==> src/clk_regs.svh <==
// Summary of operation
// - fast oscillator frequency field: 00 8MHz, 01 16MHz, 10 12MHz, 11 8MHz.
// - frequency register bits 7, 6, 3 and 2 read as zero.
// - slow 32kHz oscillator runs from power-on; no bit can stop it.
// - fast-clock select at 1 gives the undivided fast clock, ignoring the divider.
// - divider 000/001 slow clock; 010..111 fast clock divided by 64, 32, 16, 8, 4, 2.
// - switching to the slow clock stops the fast oscillator for all of slow mode.
// - fast ready flag clears at power-on and rises once the fast oscillator is stable.
// - fast ready reads low in sleep and stopped idle; high 16 cycles after the wake is taken.
// - slow ready flag reads 0 until the slow oscillator is stable, then 1.
// - clock mode bit 4 stores and returns whatever software writes.
// - halt with idle enable 0 enters sleep; CPU stops, slow clock keeps running.
// - halt with idle enable 1 and keep clock 0 stops CPU and system clock.
// - halt with idle enable 1 and keep clock 1 stops CPU; system clock keeps running.
// - time-base clock runs in all modes except sleep; slow clock runs in all modes.
// - after power-on the fast oscillator runs at its 8MHz default.
`ifndef CLK_REGS_SVH
`define CLK_REGS_SVH

`define OFS_FREQ 8'h00
`define OFS_MODE 8'h04
`define OFS_KEEP 8'h08
`define OFS_IRQ_STAT 8'h0C
`define OFS_IRQ_CLR 8'h10
`define OFS_IRQ_EN 8'h14

`define FREQ_SEL_MSB 5
`define FREQ_SEL_LSB 4
`define FIXED_ZERO_MSB 1
`define FIXED_ZERO_LSB 0
`define FREQ_RST 8'h00

`define MODE_DIV_MSB 7
`define MODE_DIV_LSB 5
`define MODE_SPARE 4
`define MODE_SLOW_RDY 3
`define MODE_FAST_RDY 2
`define MODE_IDLE_EN 1
`define MODE_FAST_SEL 0
`define MODE_RST 8'h03

`define KEEP_SYSCLK 0

`define IRQ_FAST_RDY 0
`define IRQ_SLOW_RDY 1
`define IRQ_HALT 2
`define IRQ_WAKE 3
`define IRQ_BITS 4

`define FREQ_MHZ_8 5'h08
`define FREQ_MHZ_12 5'h0C
`define FREQ_MHZ_16 5'h10

`define CLK_KHZ 40000
`define SLOW_OSC_KHZ 32
`define SLOW_DIV (`CLK_KHZ / `SLOW_OSC_KHZ)
`define FAST_READY_CYCLES 16
`define SLOW_READY_TICKS 4

`endif

==> src/clk_pkg.sv <==
package clk_pkg;

  typedef enum logic [1:0] {PM_RUN, PM_SLEEP, PM_IDLE_CLOCK_STOPPED, PM_IDLE_CLOCK_RUNNING} power_mode_t;

  typedef logic [2:0] div_sel_t;

endpackage

==> src/clock_power_ctrl.sv <==
// The implementer's own choices: the Wishbone interface to the registers and the placing of the registers.
`timescale 1ns/10ps
`include "clk_regs.svh"
module clock_power_ctrl (
  input wire logic clk_i,
  input wire logic rst_i,
  input wire logic wb_cyc_i,
  input wire logic wb_stb_i,
  input wire logic wb_we_i,
  input wire logic [7:0] wb_adr_i,
  input wire logic [3:0] wb_sel_i,
  input wire logic [31:0] wb_dat_i,
  output logic [31:0] wb_dat_o,
  output logic wb_ack_o,
  input wire logic halt_i,
  input wire logic wake_i,
  output logic cpu_clk_en_o,
  output logic sys_clk_en_o,
  output logic slow_clk_en_o,
  output logic tbc_clk_en_o,
  output logic fast_osc_on_o,
  output logic [4:0] fast_freq_mhz_o,
  output clk_pkg::power_mode_t power_mode_o,
  output logic irq_o
);

  // register state
  logic [1:0] fast_freq_sel_reg;
  logic [1:0] fixed_zero_reg;
  clk_pkg::div_sel_t sys_clk_div_sel_reg;
  logic spare_storage_bit_reg;
  logic idle_on_halt_reg;
  logic fast_clock_sel_reg;
  logic keep_sysclk_in_idle_reg;
  logic [`IRQ_BITS-1:0] irq_status_reg;
  logic [`IRQ_BITS-1:0] irq_status_next;
  logic [`IRQ_BITS-1:0] irq_enable_reg;
  logic [`IRQ_BITS-1:0] irq_events;
  logic [`IRQ_BITS-1:0] irq_clear;

  // bus
  logic bus_req;
  logic wr_fire;
  logic [31:0] rd_data;

  // clocking
  clk_pkg::power_mode_t mode_reg;
  logic halt_event_reg;
  logic wake_event_reg;
  logic fast_osc_on_reg;
  logic fast_osc_on_next;
  logic fast_derived;
  logic fast_osc_ready;
  logic fast_ready_rise;
  logic slow_tick;
  logic slow_osc_ready;
  logic slow_ready_rise;
  logic [5:0] presc_reg;
  logic sys_tick;
  logic [4:0] freq_mhz_reg;
  localparam logic [7:0] FREQ_RST_C = `FREQ_RST;
  localparam logic [7:0] MODE_RST_C = `MODE_RST;

  assign bus_req = wb_cyc_i && wb_stb_i;
  assign wr_fire = bus_req && wb_we_i && wb_ack_o && wb_sel_i[0];

  // one wait state, ack dropped the cycle after it was given
  always_ff @(posedge clk_i)
  begin
    if (rst_i)
      wb_ack_o <= 1'b0;
    else
      wb_ack_o <= bus_req && !wb_ack_o;
  end

  always_ff @(posedge clk_i)
  begin
    if (rst_i)
      wb_dat_o <= 32'h0000_0000;
    else if (bus_req && !wb_ack_o && !wb_we_i)
      wb_dat_o <= rd_data;
  end

  always_comb
  begin
    rd_data = 32'h0000_0000;
    unique case (wb_adr_i)
      `OFS_FREQ:
      begin
        rd_data[`FREQ_SEL_MSB:`FREQ_SEL_LSB] = fast_freq_sel_reg;
        rd_data[`FIXED_ZERO_MSB:`FIXED_ZERO_LSB] = fixed_zero_reg;
      end
      `OFS_MODE:
      begin
        rd_data[`MODE_DIV_MSB:`MODE_DIV_LSB] = sys_clk_div_sel_reg;
        rd_data[`MODE_SPARE] = spare_storage_bit_reg;
        rd_data[`MODE_SLOW_RDY] = slow_osc_ready;
        rd_data[`MODE_FAST_RDY] = fast_osc_ready;
        rd_data[`MODE_IDLE_EN] = idle_on_halt_reg;
        rd_data[`MODE_FAST_SEL] = fast_clock_sel_reg;
      end
      `OFS_KEEP: rd_data[`KEEP_SYSCLK] = keep_sysclk_in_idle_reg;
      `OFS_IRQ_STAT: rd_data[`IRQ_BITS-1:0] = irq_status_reg;
      `OFS_IRQ_EN: rd_data[`IRQ_BITS-1:0] = irq_enable_reg;
      default: rd_data = 32'h0000_0000;
    endcase
  end

  // frequency select register
  always_ff @(posedge clk_i)
  begin
    if (rst_i)
    begin
      fast_freq_sel_reg <= FREQ_RST_C[`FREQ_SEL_MSB:`FREQ_SEL_LSB];
      fixed_zero_reg <= FREQ_RST_C[`FIXED_ZERO_MSB:`FIXED_ZERO_LSB];
    end
    else if (wr_fire && wb_adr_i == `OFS_FREQ)
    begin
      fast_freq_sel_reg <= wb_dat_i[`FREQ_SEL_MSB:`FREQ_SEL_LSB];
      fixed_zero_reg <= wb_dat_i[`FIXED_ZERO_MSB:`FIXED_ZERO_LSB];
    end
  end

  // clock mode register; ready bits are read-only
  always_ff @(posedge clk_i)
  begin
    if (rst_i)
    begin
      sys_clk_div_sel_reg <= MODE_RST_C[`MODE_DIV_MSB:`MODE_DIV_LSB];
      spare_storage_bit_reg <= MODE_RST_C[`MODE_SPARE];
      idle_on_halt_reg <= MODE_RST_C[`MODE_IDLE_EN];
      fast_clock_sel_reg <= MODE_RST_C[`MODE_FAST_SEL];
    end
    else if (wr_fire && wb_adr_i == `OFS_MODE)
    begin
      sys_clk_div_sel_reg <= wb_dat_i[`MODE_DIV_MSB:`MODE_DIV_LSB];
      spare_storage_bit_reg <= wb_dat_i[`MODE_SPARE];
      idle_on_halt_reg <= wb_dat_i[`MODE_IDLE_EN];
      fast_clock_sel_reg <= wb_dat_i[`MODE_FAST_SEL];
    end
  end

  always_ff @(posedge clk_i)
  begin
    if (rst_i)
      keep_sysclk_in_idle_reg <= 1'b0;
    else if (wr_fire && wb_adr_i == `OFS_KEEP)
      keep_sysclk_in_idle_reg <= wb_dat_i[`KEEP_SYSCLK];
  end

  // interrupt status: a new event wins over a clear in the same cycle
  always_comb
  begin
    irq_events = '0;
    irq_events[`IRQ_FAST_RDY] = fast_ready_rise;
    irq_events[`IRQ_SLOW_RDY] = slow_ready_rise;
    irq_events[`IRQ_HALT] = halt_event_reg;
    irq_events[`IRQ_WAKE] = wake_event_reg;
    irq_clear = '0;
    if (wr_fire && wb_adr_i == `OFS_IRQ_CLR)
    begin
      irq_clear = wb_dat_i[`IRQ_BITS-1:0];
    end
    irq_status_next = (irq_status_reg & ~irq_clear) | irq_events;
  end

  always_ff @(posedge clk_i)
  begin
    if (rst_i)
    begin
      irq_status_reg <= '0;
      irq_enable_reg <= '0;
      irq_o <= 1'b0;
    end
    else
    begin
      irq_status_reg <= irq_status_next;
      if (wr_fire && wb_adr_i == `OFS_IRQ_EN)
      begin
        irq_enable_reg <= wb_dat_i[`IRQ_BITS-1:0];
      end
      irq_o <= |(irq_status_next & irq_enable_reg);
    end
  end

  // halt and wake sequencing
  always_ff @(posedge clk_i)
  begin
    if (rst_i)
    begin
      mode_reg <= clk_pkg::PM_RUN;
      halt_event_reg <= 1'b0;
      wake_event_reg <= 1'b0;
    end
    else
    begin
      halt_event_reg <= 1'b0;
      wake_event_reg <= 1'b0;
      unique case (mode_reg)
        clk_pkg::PM_RUN:
        begin
          if (halt_i)
          begin
            halt_event_reg <= 1'b1;
            if (!idle_on_halt_reg)
            begin
              mode_reg <= clk_pkg::PM_SLEEP;
            end
            else if (keep_sysclk_in_idle_reg)
            begin
              mode_reg <= clk_pkg::PM_IDLE_CLOCK_RUNNING;
            end
            else
            begin
              mode_reg <= clk_pkg::PM_IDLE_CLOCK_STOPPED;
            end
          end
        end
        clk_pkg::PM_SLEEP, clk_pkg::PM_IDLE_CLOCK_STOPPED, clk_pkg::PM_IDLE_CLOCK_RUNNING:
        begin
          if (wake_i)
          begin
            mode_reg <= clk_pkg::PM_RUN;
            wake_event_reg <= 1'b1;
          end
        end
      endcase
    end
  end

  // fast oscillator runs only while a fast-derived clock is in use
  assign fast_derived = fast_clock_sel_reg || (sys_clk_div_sel_reg >= 3'h2);

  always_comb
  begin
    unique case (mode_reg)
      clk_pkg::PM_RUN, clk_pkg::PM_IDLE_CLOCK_RUNNING: fast_osc_on_next = fast_derived;
      clk_pkg::PM_SLEEP, clk_pkg::PM_IDLE_CLOCK_STOPPED: fast_osc_on_next = 1'b0;
    endcase
  end

  always_ff @(posedge clk_i)
  begin
    if (rst_i)
      fast_osc_on_reg <= 1'b0;
    else
      fast_osc_on_reg <= fast_osc_on_next;
  end

  always_comb
  begin
    unique case (fast_freq_sel_reg)
      2'h0: freq_mhz_reg = `FREQ_MHZ_8;
      2'h1: freq_mhz_reg = `FREQ_MHZ_16;
      2'h2: freq_mhz_reg = `FREQ_MHZ_12;
      2'h3: freq_mhz_reg = `FREQ_MHZ_8;
    endcase
  end

  // slow oscillator: ungated divider with no control input
  tick_divider #(
    .DIV(`SLOW_DIV)
  ) u_slow_osc (
    .clk_i(clk_i),
    .rst_i(rst_i),
    .tick_o(slow_tick)
  );

  ready_timer #(
    .COUNT(`SLOW_READY_TICKS)
  ) u_slow_ready (
    .clk_i(clk_i),
    .rst_i(rst_i),
    .run_i(1'b1),
    .tick_i(slow_tick),
    .ready_o(slow_osc_ready),
    .rise_o(slow_ready_rise)
  );

  ready_timer #(
    .COUNT(`FAST_READY_CYCLES)
  ) u_fast_ready (
    .clk_i(clk_i),
    .rst_i(rst_i),
    .run_i(fast_osc_on_next),
    .tick_i(1'b1),
    .ready_o(fast_osc_ready),
    .rise_o(fast_ready_rise)
  );

  // fast clock prescaler, runs only on a stable fast oscillator
  always_ff @(posedge clk_i)
  begin
    if (rst_i || !fast_osc_ready)
    begin
      presc_reg <= 6'h00;
    end
    else
    begin
      presc_reg <= presc_reg + 6'h01;
    end
  end

  always_comb
  begin
    if (fast_clock_sel_reg)
    begin
      sys_tick = fast_osc_ready;
    end
    else
    begin
      unique case (sys_clk_div_sel_reg)
        3'h0, 3'h1: sys_tick = slow_tick;
        3'h2: sys_tick = fast_osc_ready && (&presc_reg);
        3'h3: sys_tick = fast_osc_ready && (&presc_reg[4:0]);
        3'h4: sys_tick = fast_osc_ready && (&presc_reg[3:0]);
        3'h5: sys_tick = fast_osc_ready && (&presc_reg[2:0]);
        3'h6: sys_tick = fast_osc_ready && (&presc_reg[1:0]);
        3'h7: sys_tick = fast_osc_ready && presc_reg[0];
      endcase
    end
  end

  // clock enables per mode
  always_ff @(posedge clk_i)
  begin
    if (rst_i)
    begin
      cpu_clk_en_o <= 1'b0;
      sys_clk_en_o <= 1'b0;
      slow_clk_en_o <= 1'b0;
      tbc_clk_en_o <= 1'b0;
    end
    else
    begin
      cpu_clk_en_o <= sys_tick && (mode_reg == clk_pkg::PM_RUN);
      sys_clk_en_o <= sys_tick && (mode_reg == clk_pkg::PM_RUN
                                   || mode_reg == clk_pkg::PM_IDLE_CLOCK_RUNNING);
      slow_clk_en_o <= slow_tick;
      tbc_clk_en_o <= slow_tick && (mode_reg != clk_pkg::PM_SLEEP);
    end
  end

  always_ff @(posedge clk_i)
  begin
    if (rst_i)
    begin
      fast_freq_mhz_o <= `FREQ_MHZ_8;
      fast_osc_on_o <= 1'b0;
      power_mode_o <= clk_pkg::PM_RUN;
    end
    else
    begin
      fast_freq_mhz_o <= freq_mhz_reg;
      fast_osc_on_o <= fast_osc_on_reg;
      power_mode_o <= mode_reg;
    end
  end

endmodule

==> src/tick_divider.sv <==
`timescale 1ns/10ps
module tick_divider #(
  parameter int unsigned DIV = 2
) (
  input wire logic clk_i,
  input wire logic rst_i,
  output logic tick_o
);
  localparam int unsigned W = (DIV > 1) ? $clog2(DIV) : 1;
  localparam logic [W-1:0] LAST = W'(DIV - 1);

  logic [W-1:0] cnt_reg;

  // free running with no enable
  always_ff @(posedge clk_i)
  begin
    if (rst_i)
    begin
      cnt_reg <= '0;
      tick_o <= 1'b0;
    end
    else
    begin
      tick_o <= (cnt_reg == LAST);
      cnt_reg <= (cnt_reg == LAST) ? '0 : cnt_reg + 1'b1;
    end
  end
endmodule

==> src/ready_timer.sv <==
`timescale 1ns/10ps
module ready_timer #(
  parameter int unsigned COUNT = 16
) (
  input wire logic clk_i,
  input wire logic rst_i,
  input wire logic run_i,
  input wire logic tick_i,
  output logic ready_o,
  output logic rise_o
);
  localparam int unsigned W = $clog2(COUNT + 1);
  localparam logic [W-1:0] LAST = W'(COUNT - 1);

  logic [W-1:0] cnt_reg;

  // ready is lost at once when the oscillator stops
  always_ff @(posedge clk_i)
  begin
    if (rst_i || !run_i)
    begin
      cnt_reg <= '0;
      ready_o <= 1'b0;
      rise_o <= 1'b0;
    end
    else
    begin
      rise_o <= 1'b0;
      if (tick_i && !ready_o)
      begin
        cnt_reg <= cnt_reg + 1'b1;
        if (cnt_reg == LAST)
        begin
          ready_o <= 1'b1;
          rise_o <= 1'b1;
        end
      end
    end
  end
endmodule

==> config.mk <==
export PLATFORM = sky130hd
export DESIGN_NAME = clock_power_ctrl
export DESIGN_NICKNAME = d
export VERILOG_FILES = /design/src/clk_pkg.sv /design/src/clock_power_ctrl.sv /design/src/tick_divider.sv /design/src/ready_timer.sv
export VERILOG_INCLUDE_DIRS = /design/src
export SDC_FILE = /design/constraint.sdc
export NUM_CORES = 1
export LEC_CHECK = 0
export BUFFER_PORTS_ARGS = -buffer_cell sky130_fd_sc_hd__buf_2
export CORE_MARGIN = 10
export CORE_UTILIZATION = 46
export DETAILED_ROUTE_END_ITERATION = 10
export PLACE_DENSITY_LB_ADDON = 0.12
export SLEW_MARGIN = 10
export SYNTH_ARGS = -nofsm -noshare
export SYNTH_HDL_FRONTEND = slang
export SYNTH_SLANG_ARGS = --single-unit
==> constraint.sdc <==
create_clock -name clk_i -period 2.1 [get_ports clk_i]
set_clock_uncertainty 0.2 [all_clocks]
set_input_delay 0.21 -clock clk_i [delete_from_list [all_inputs] [get_ports clk_i]]
set_output_delay 0.21 -clock clk_i [all_outputs]
set_load 0.02 [all_outputs]
-- Yosys cells after proc, flatten, opt, wreduce, memory -nomap -nowiden
Index checks and enable logic that the tools add are counted.
W data, S select, Z words.
- register bits after elaboration: 76
- bits in latches: 0
- RAM bits: 0
- bits in read-only memories: 0
- input bits: 51
- output and inout port bits: 46
- logic and storage cells: 140
- memories: 0
- add/subtract/negate cells: 4
- multipliers: 0
- divide/modulo/power cells: 0
- magnitude comparators: 1
- eq/ne operators: 24
- shift-type cells: 0
- muxes and demuxes: 20
- bitwise gates (word level): 7
- reduce and logical (&&, ||, !) cells: 52
- operators by type and width (cell ; count):
    $logic_and A1 B1 Y1 ; 21
    $reduce_or A2 Y1 ; 9
    $eq A8 B4 Y1 const B ; 2
    $eq A8 B5 Y1 const B ; 2
    $pmux W5 S3 ; 1
    $eq A3 B3 Y1 const B ; 4
    $add A11 B1 Y11 const B ; 1
    $eq A11 B11 Y1 const B ; 1
    $eq A3 B2 Y1 const B ; 3
    $and A4 B4 Y4 ; 2
    $eq A2 B2 Y1 const B ; 4
    $eq A8 B3 Y1 const B ; 1
    $logic_not A8 Y1 ; 1
    $mux W2 ; 4
    $pmux W2 S2 ; 2
    $mux W1 ; 7
    $pmux W1 S7 ; 1
    $add A6 B1 Y6 const B ; 1
    $pmux W2 S3 ; 1
    $reduce_and A2 Y1 ; 3
    $reduce_and A6 Y1 ; 1
    $add A5 B1 Y5 const B ; 1
    $eq A5 B4 Y1 const B ; 1
    $logic_not A1 Y1 ; 5
    other kinds (21) ; 29

-- Depth between registers and ports, before layout
- depth in word-level cells: 11
- gate-level depth with buffers: 7
- gate-level depth less buffers: 7

-- Modules after synthesis
Synthesis repeated with hierarchy kept, for this count alone.
- cells, all modules: 380
- area, all modules: 3415.8 µm²
- modules (own cells, without submodules) (module ; times used ; cells an instance ; area each (µm²) ; seq. area each (µm²)):
    clock_power_ctrl ; 1 ; 271 ; 2393.5 ; 1001.0
    tick_divider ; 1 ; 57 ; 521.8 ; 240.2
    ready_timer at u_fast_ready ; 1 ; 32 ; 291.5 ; 140.1
    ready_timer at u_slow_ready ; 1 ; 20 ; 209.0 ; 100.1

-- Worst setup path after synthesis
No wires, ideal clock.
- path type: flip-flop to flip-flop
- start: register wb_ack_o
- end: register keep_sysclk_in_idle_reg
- library setup time: 128 ps
- arrival: 1899 ps
- required time: 1772 ps
- slack: -127 ps
- stages on the path, launching flop included: 7
- buffers on the path: 1
- clock period less this slack: 2227 ps
- cells stage by stage: dfxtp_1 -> nand3_1 -> or4_1 -> clkbuf_2 -> or4b_1 -> mux2i_1 -> nor2_1
- longest elaborated chain between the ends: 3
- RTL lines (item ; line ; source):
    start, declared ; clock_power_ctrl.sv:14 ; output logic wb_ack_o,
    start signal, assigned ; clock_power_ctrl.sv:73 ; wb_ack_o <= bus_req && !wb_ack_o;
    $logic_and A1 B1 Y1 (2 in series) ; clock_power_ctrl.sv:65 ; assign wr_fire = bus_req && wb_we_i && wb_ack_o && wb_sel_i[0];
    $logic_and A1 B1 Y1 (no source line) ; -- ;
    end signal, assigned ; clock_power_ctrl.sv:148 ; keep_sysclk_in_idle_reg <= wb_dat_i[`KEEP_SYSCLK];
    end, declared ; clock_power_ctrl.sv:34 ; logic keep_sysclk_in_idle_reg;
No other way between the ends.
A chain may end at the register's enable or synchronous reset.

-- Worst setup path after layout
Ends and elaborated chain as after synthesis.

==> impl_metrics.yaml <==
finish:
  diodes: 0
  multi_input_area_mm2: 0.00164
  largest_reg_flops: 11
  final_util_pct: 57.4
  seq_area_mm2: 0.00148
  layout-drive-gt1-share_pct: 21.3
  final_cell_area_mm2: 0.00397
  nFillCells: 671
  synthToLayoutAreaGrowth_pct: 20.0
  fin_nets: 489
place:
  port_buffers: 43
  dpl.hpwl_um: 5380
  dpl_cell_area_mm2: 0.00364
  gp_congestion: 0.816
  pre_cts_ws_ns: -0.213
power_and_ir_drop:
  pwr-share-comb_pct: 7.7
  switchingPower_mw: 0.657
  peakVddDrop_v: 0.000466
  p_int_mw: 2.20
  finalPower_mw: 2.86
  p_per_area_mw_per_mm2: 721
  p_leak_nw: 1.71
  pwr-share-seq_pct: 50.3
  swShare_pct: 23.0
  clkPwrFrac_pct: 42.0
drt:
  routed_wl_um: 7220
  drt-initial-drc-count: 81
  drt_pass1_iterations: 4
  vias: 2505
  drc_errors: 0
  routed_via_density: 4.75
  drtAntennaViolNets: 0
  routedWlPerCell_um: 13.7
sta:
  fin_ws_ns: 0.0814
  setup-violations-final: 0
  rsz0062_at_grt: "yes"
  hold_violations: 0
  final_max_slew_viol_count: 0
  max_freq_mhz: 495
  finalCritPeriodShare_pct: 96.1
  period_needed_ns: 2.02
logic_synthesis:
  synth_compound_area_share_pct: 5.00
  ys_seq_area_share_pct: 44.8
  yosys_warnings: 0
  syn_inst: 356
  ys_types: 50
  synthSimpleGateAreaFrac_pct: 25.3
  synth_top_area_cell: "dfxtp_1"
  synth_area_mm2: 0.00331
  synth_fa_ha_area_share_pct: 4.84
  synth-edff-count: 0
  synth_seq_cells: 74
  synth.area.top_cells: "dfxtp_1 45%, nor2_1 6.1%, buf_4 5.9%"
  syn_area_per_cell_um2: 9.29
  synth_top_family_by_area: "simple AND/OR/NAND/NOR gates"
  yosysMostFrequentCell: "dfxtp_1"
  synth_top_area_share_pct: 44.8
  synth.top_cells.by_count: "74 x dfxtp_1, 54 x nor2_1, 26 x buf_4"
  synth-xor-area-share_pct: 3.97
  muxShareOfSynthArea_pct: 7.12
  ys.flop_type: "dfxtp_1"
  synthArstFlopShare_pct: 0
clock_tree:
  clk_latency_ns: 0.34
  cts_max_path_buffers: 2
  clkSlewWorstSetupHoldPaths_ns: 0.08
  cts_tree: "yes"
  clk_root_buffer_cell: "clkbuf_8"
  numCtsBuffers: 9
  clock-sinks: 74
  cts_htree_levels: 3
die:
  start_util_pct: 47.9
  core_area_mm2: 0.00691
  die_area_mm2: 0.0110
  die_w_um: 105
  rows: 30
  die_h_um: 105
  io_pins: 97
grt:
  grt_max_degree: 19
  antenna_found_initial: 0
  grt_first_pass_wirelength_um: 11900
  grt_pass1_vias: 2542
  grt-ovfl-total: 0
  grt_use_total_pct: 13.0
worst_setup_path:
  crit_fanout: 6
  required_ns: 2.13
  startpoint_type: "register"
  arrival_ns: 2.05
  crit_path_end_kind: "register"
  worst-setup-path-type: "reg2reg"
run_status:
  status: "completed"
hold_path:
  min_path_type: "in2reg"
job:
  maxCapViolations: 0
-- timing repair --
action	in CTS	in global routing
hold endpoints to repair	16	0
buffers inserted	0	0
endpoints found under the setup margin	0	3
hold buffers	10	0
resized for setup	0	1
-- final cells by class --
type | count | share of cell area, %
clock inverter | 5 | 1.96
inverter | 9 | 0.852
timing repair buffer | 74 | 11.9
sequential | 74 | 37.4
tap | 96 | 3.03
clock buffer | 11 | 3.56
multi-input combinational | 258 | 41.3
-- per-layer routing --
layer  GRT usage, %  routed length, um
met1           15.0               3240
met2           21.5               3430
met3           3.69                434
met4           6.47                112
met5              0                  0
-- power groups by stage --
stage          Combinational (mW)  Clock [mW]  Sequential, mW
6_report                    0.219        1.20            1.44
5_1_grt                     0.245        1.28            1.44
4_1_cts                     0.219        1.23            1.44
3_5_place_dp                0.204           0            1.47
3_3_place_gp                0.203           0            1.47
2_1_floorplan               0.168           0            1.47
-- cells in the final DEF, fill, tap and decap left out, types with 3 or more instances in the layout --
| cell | netlist | routed |
|---|---|---|
| nor3b_1 | 4 | 4 |
| nor3_1 | 12 | 12 |
| a21oi_1 | 14 | 14 |
| dlygate4sd3_1 | 0 | 10 |
| nand2_1 | 18 | 18 |
| ha_1 | 12 | 12 |
| nor2b_1 | 7 | 7 |
| xnor2_1 | 7 | 7 |
| dfxtp_1 | 74 | 73 |
| buf_4 | 26 | 21 |
| conb_1 | 1 | 26 |
| mux2i_1 | 19 | 19 |
| clkbuf_8 | 0 | 10 |
| and3_1 | 6 | 6 |
| buf_2 | 1 | 43 |
| inv_1 | 9 | 9 |
| nand3_1 | 20 | 19 |
| o21ai_0 | 4 | 4 |
| nor2_1 | 54 | 54 |
| xor2_1 | 8 | 8 |
| nor4b_1 | 5 | 5 |
| and2_1 | 3 | 3 |
-- per-stage QoR --
| step | hold WS [ns] | instances | TNS, ns |
|---|---|---|---|
| CTS | 0.0382 | 527 | 0 |
| global placement | 0.239 | 501 | -1.19 |
| floorplan | 0.0966 | 381 | 0 |
| global route | 0.0549 | 527 | -0.000352 |
| finish | 0.0455 | 527 | 0 |
| detailed placement | 0.239 | 501 | -1.29 |
-- worst max-delay path: stages, from the launching register on --
cell and delay [ns]:
dfxtp_2 0.33, nand3_2 0.07, or4_1 0.55, or4b_1 0.54, mux2i_1 0.16, nor2_1 0.05
-- cells by family (layout without fill, tap and decap cells) --
| family | count (synthesis) | count (layout) |
|---|---|---|
| mux | 22 | 22 |
| compound gates | 27 | 27 |
| flops | 74 | 74 |
| other cells | 1 | 26 |
| xor+xnor | 15 | 15 |
| buf+inv | 49 | 99 |
| simple gates | 155 | 155 |
| fa+ha+maj | 13 | 13 |
-- worst paths after layout --
check                                               from                                    to  slack [ns]  cells after the start
worst min register to register  wb_dat_o[2]$_SDFFE_PP0P_              wb_dat_o[2]$_SDFFE_PP0P_        0.25                      2
worst max-delay path                 wb_ack_o$_SDFF_PP0_  keep_sysclk_in_idle_reg$_SDFFE_PP0P_        0.08                      5
worst min-delay path                               rst_i  u_slow_ready.cnt_reg[0]$_SDFFE_PP0P_        0.05                      2
worst max register to register       wb_ack_o$_SDFF_PP0_  keep_sysclk_in_idle_reg$_SDFFE_PP0P_        0.08                      5
No activity file was read; power rests on OpenSTA's default activity.
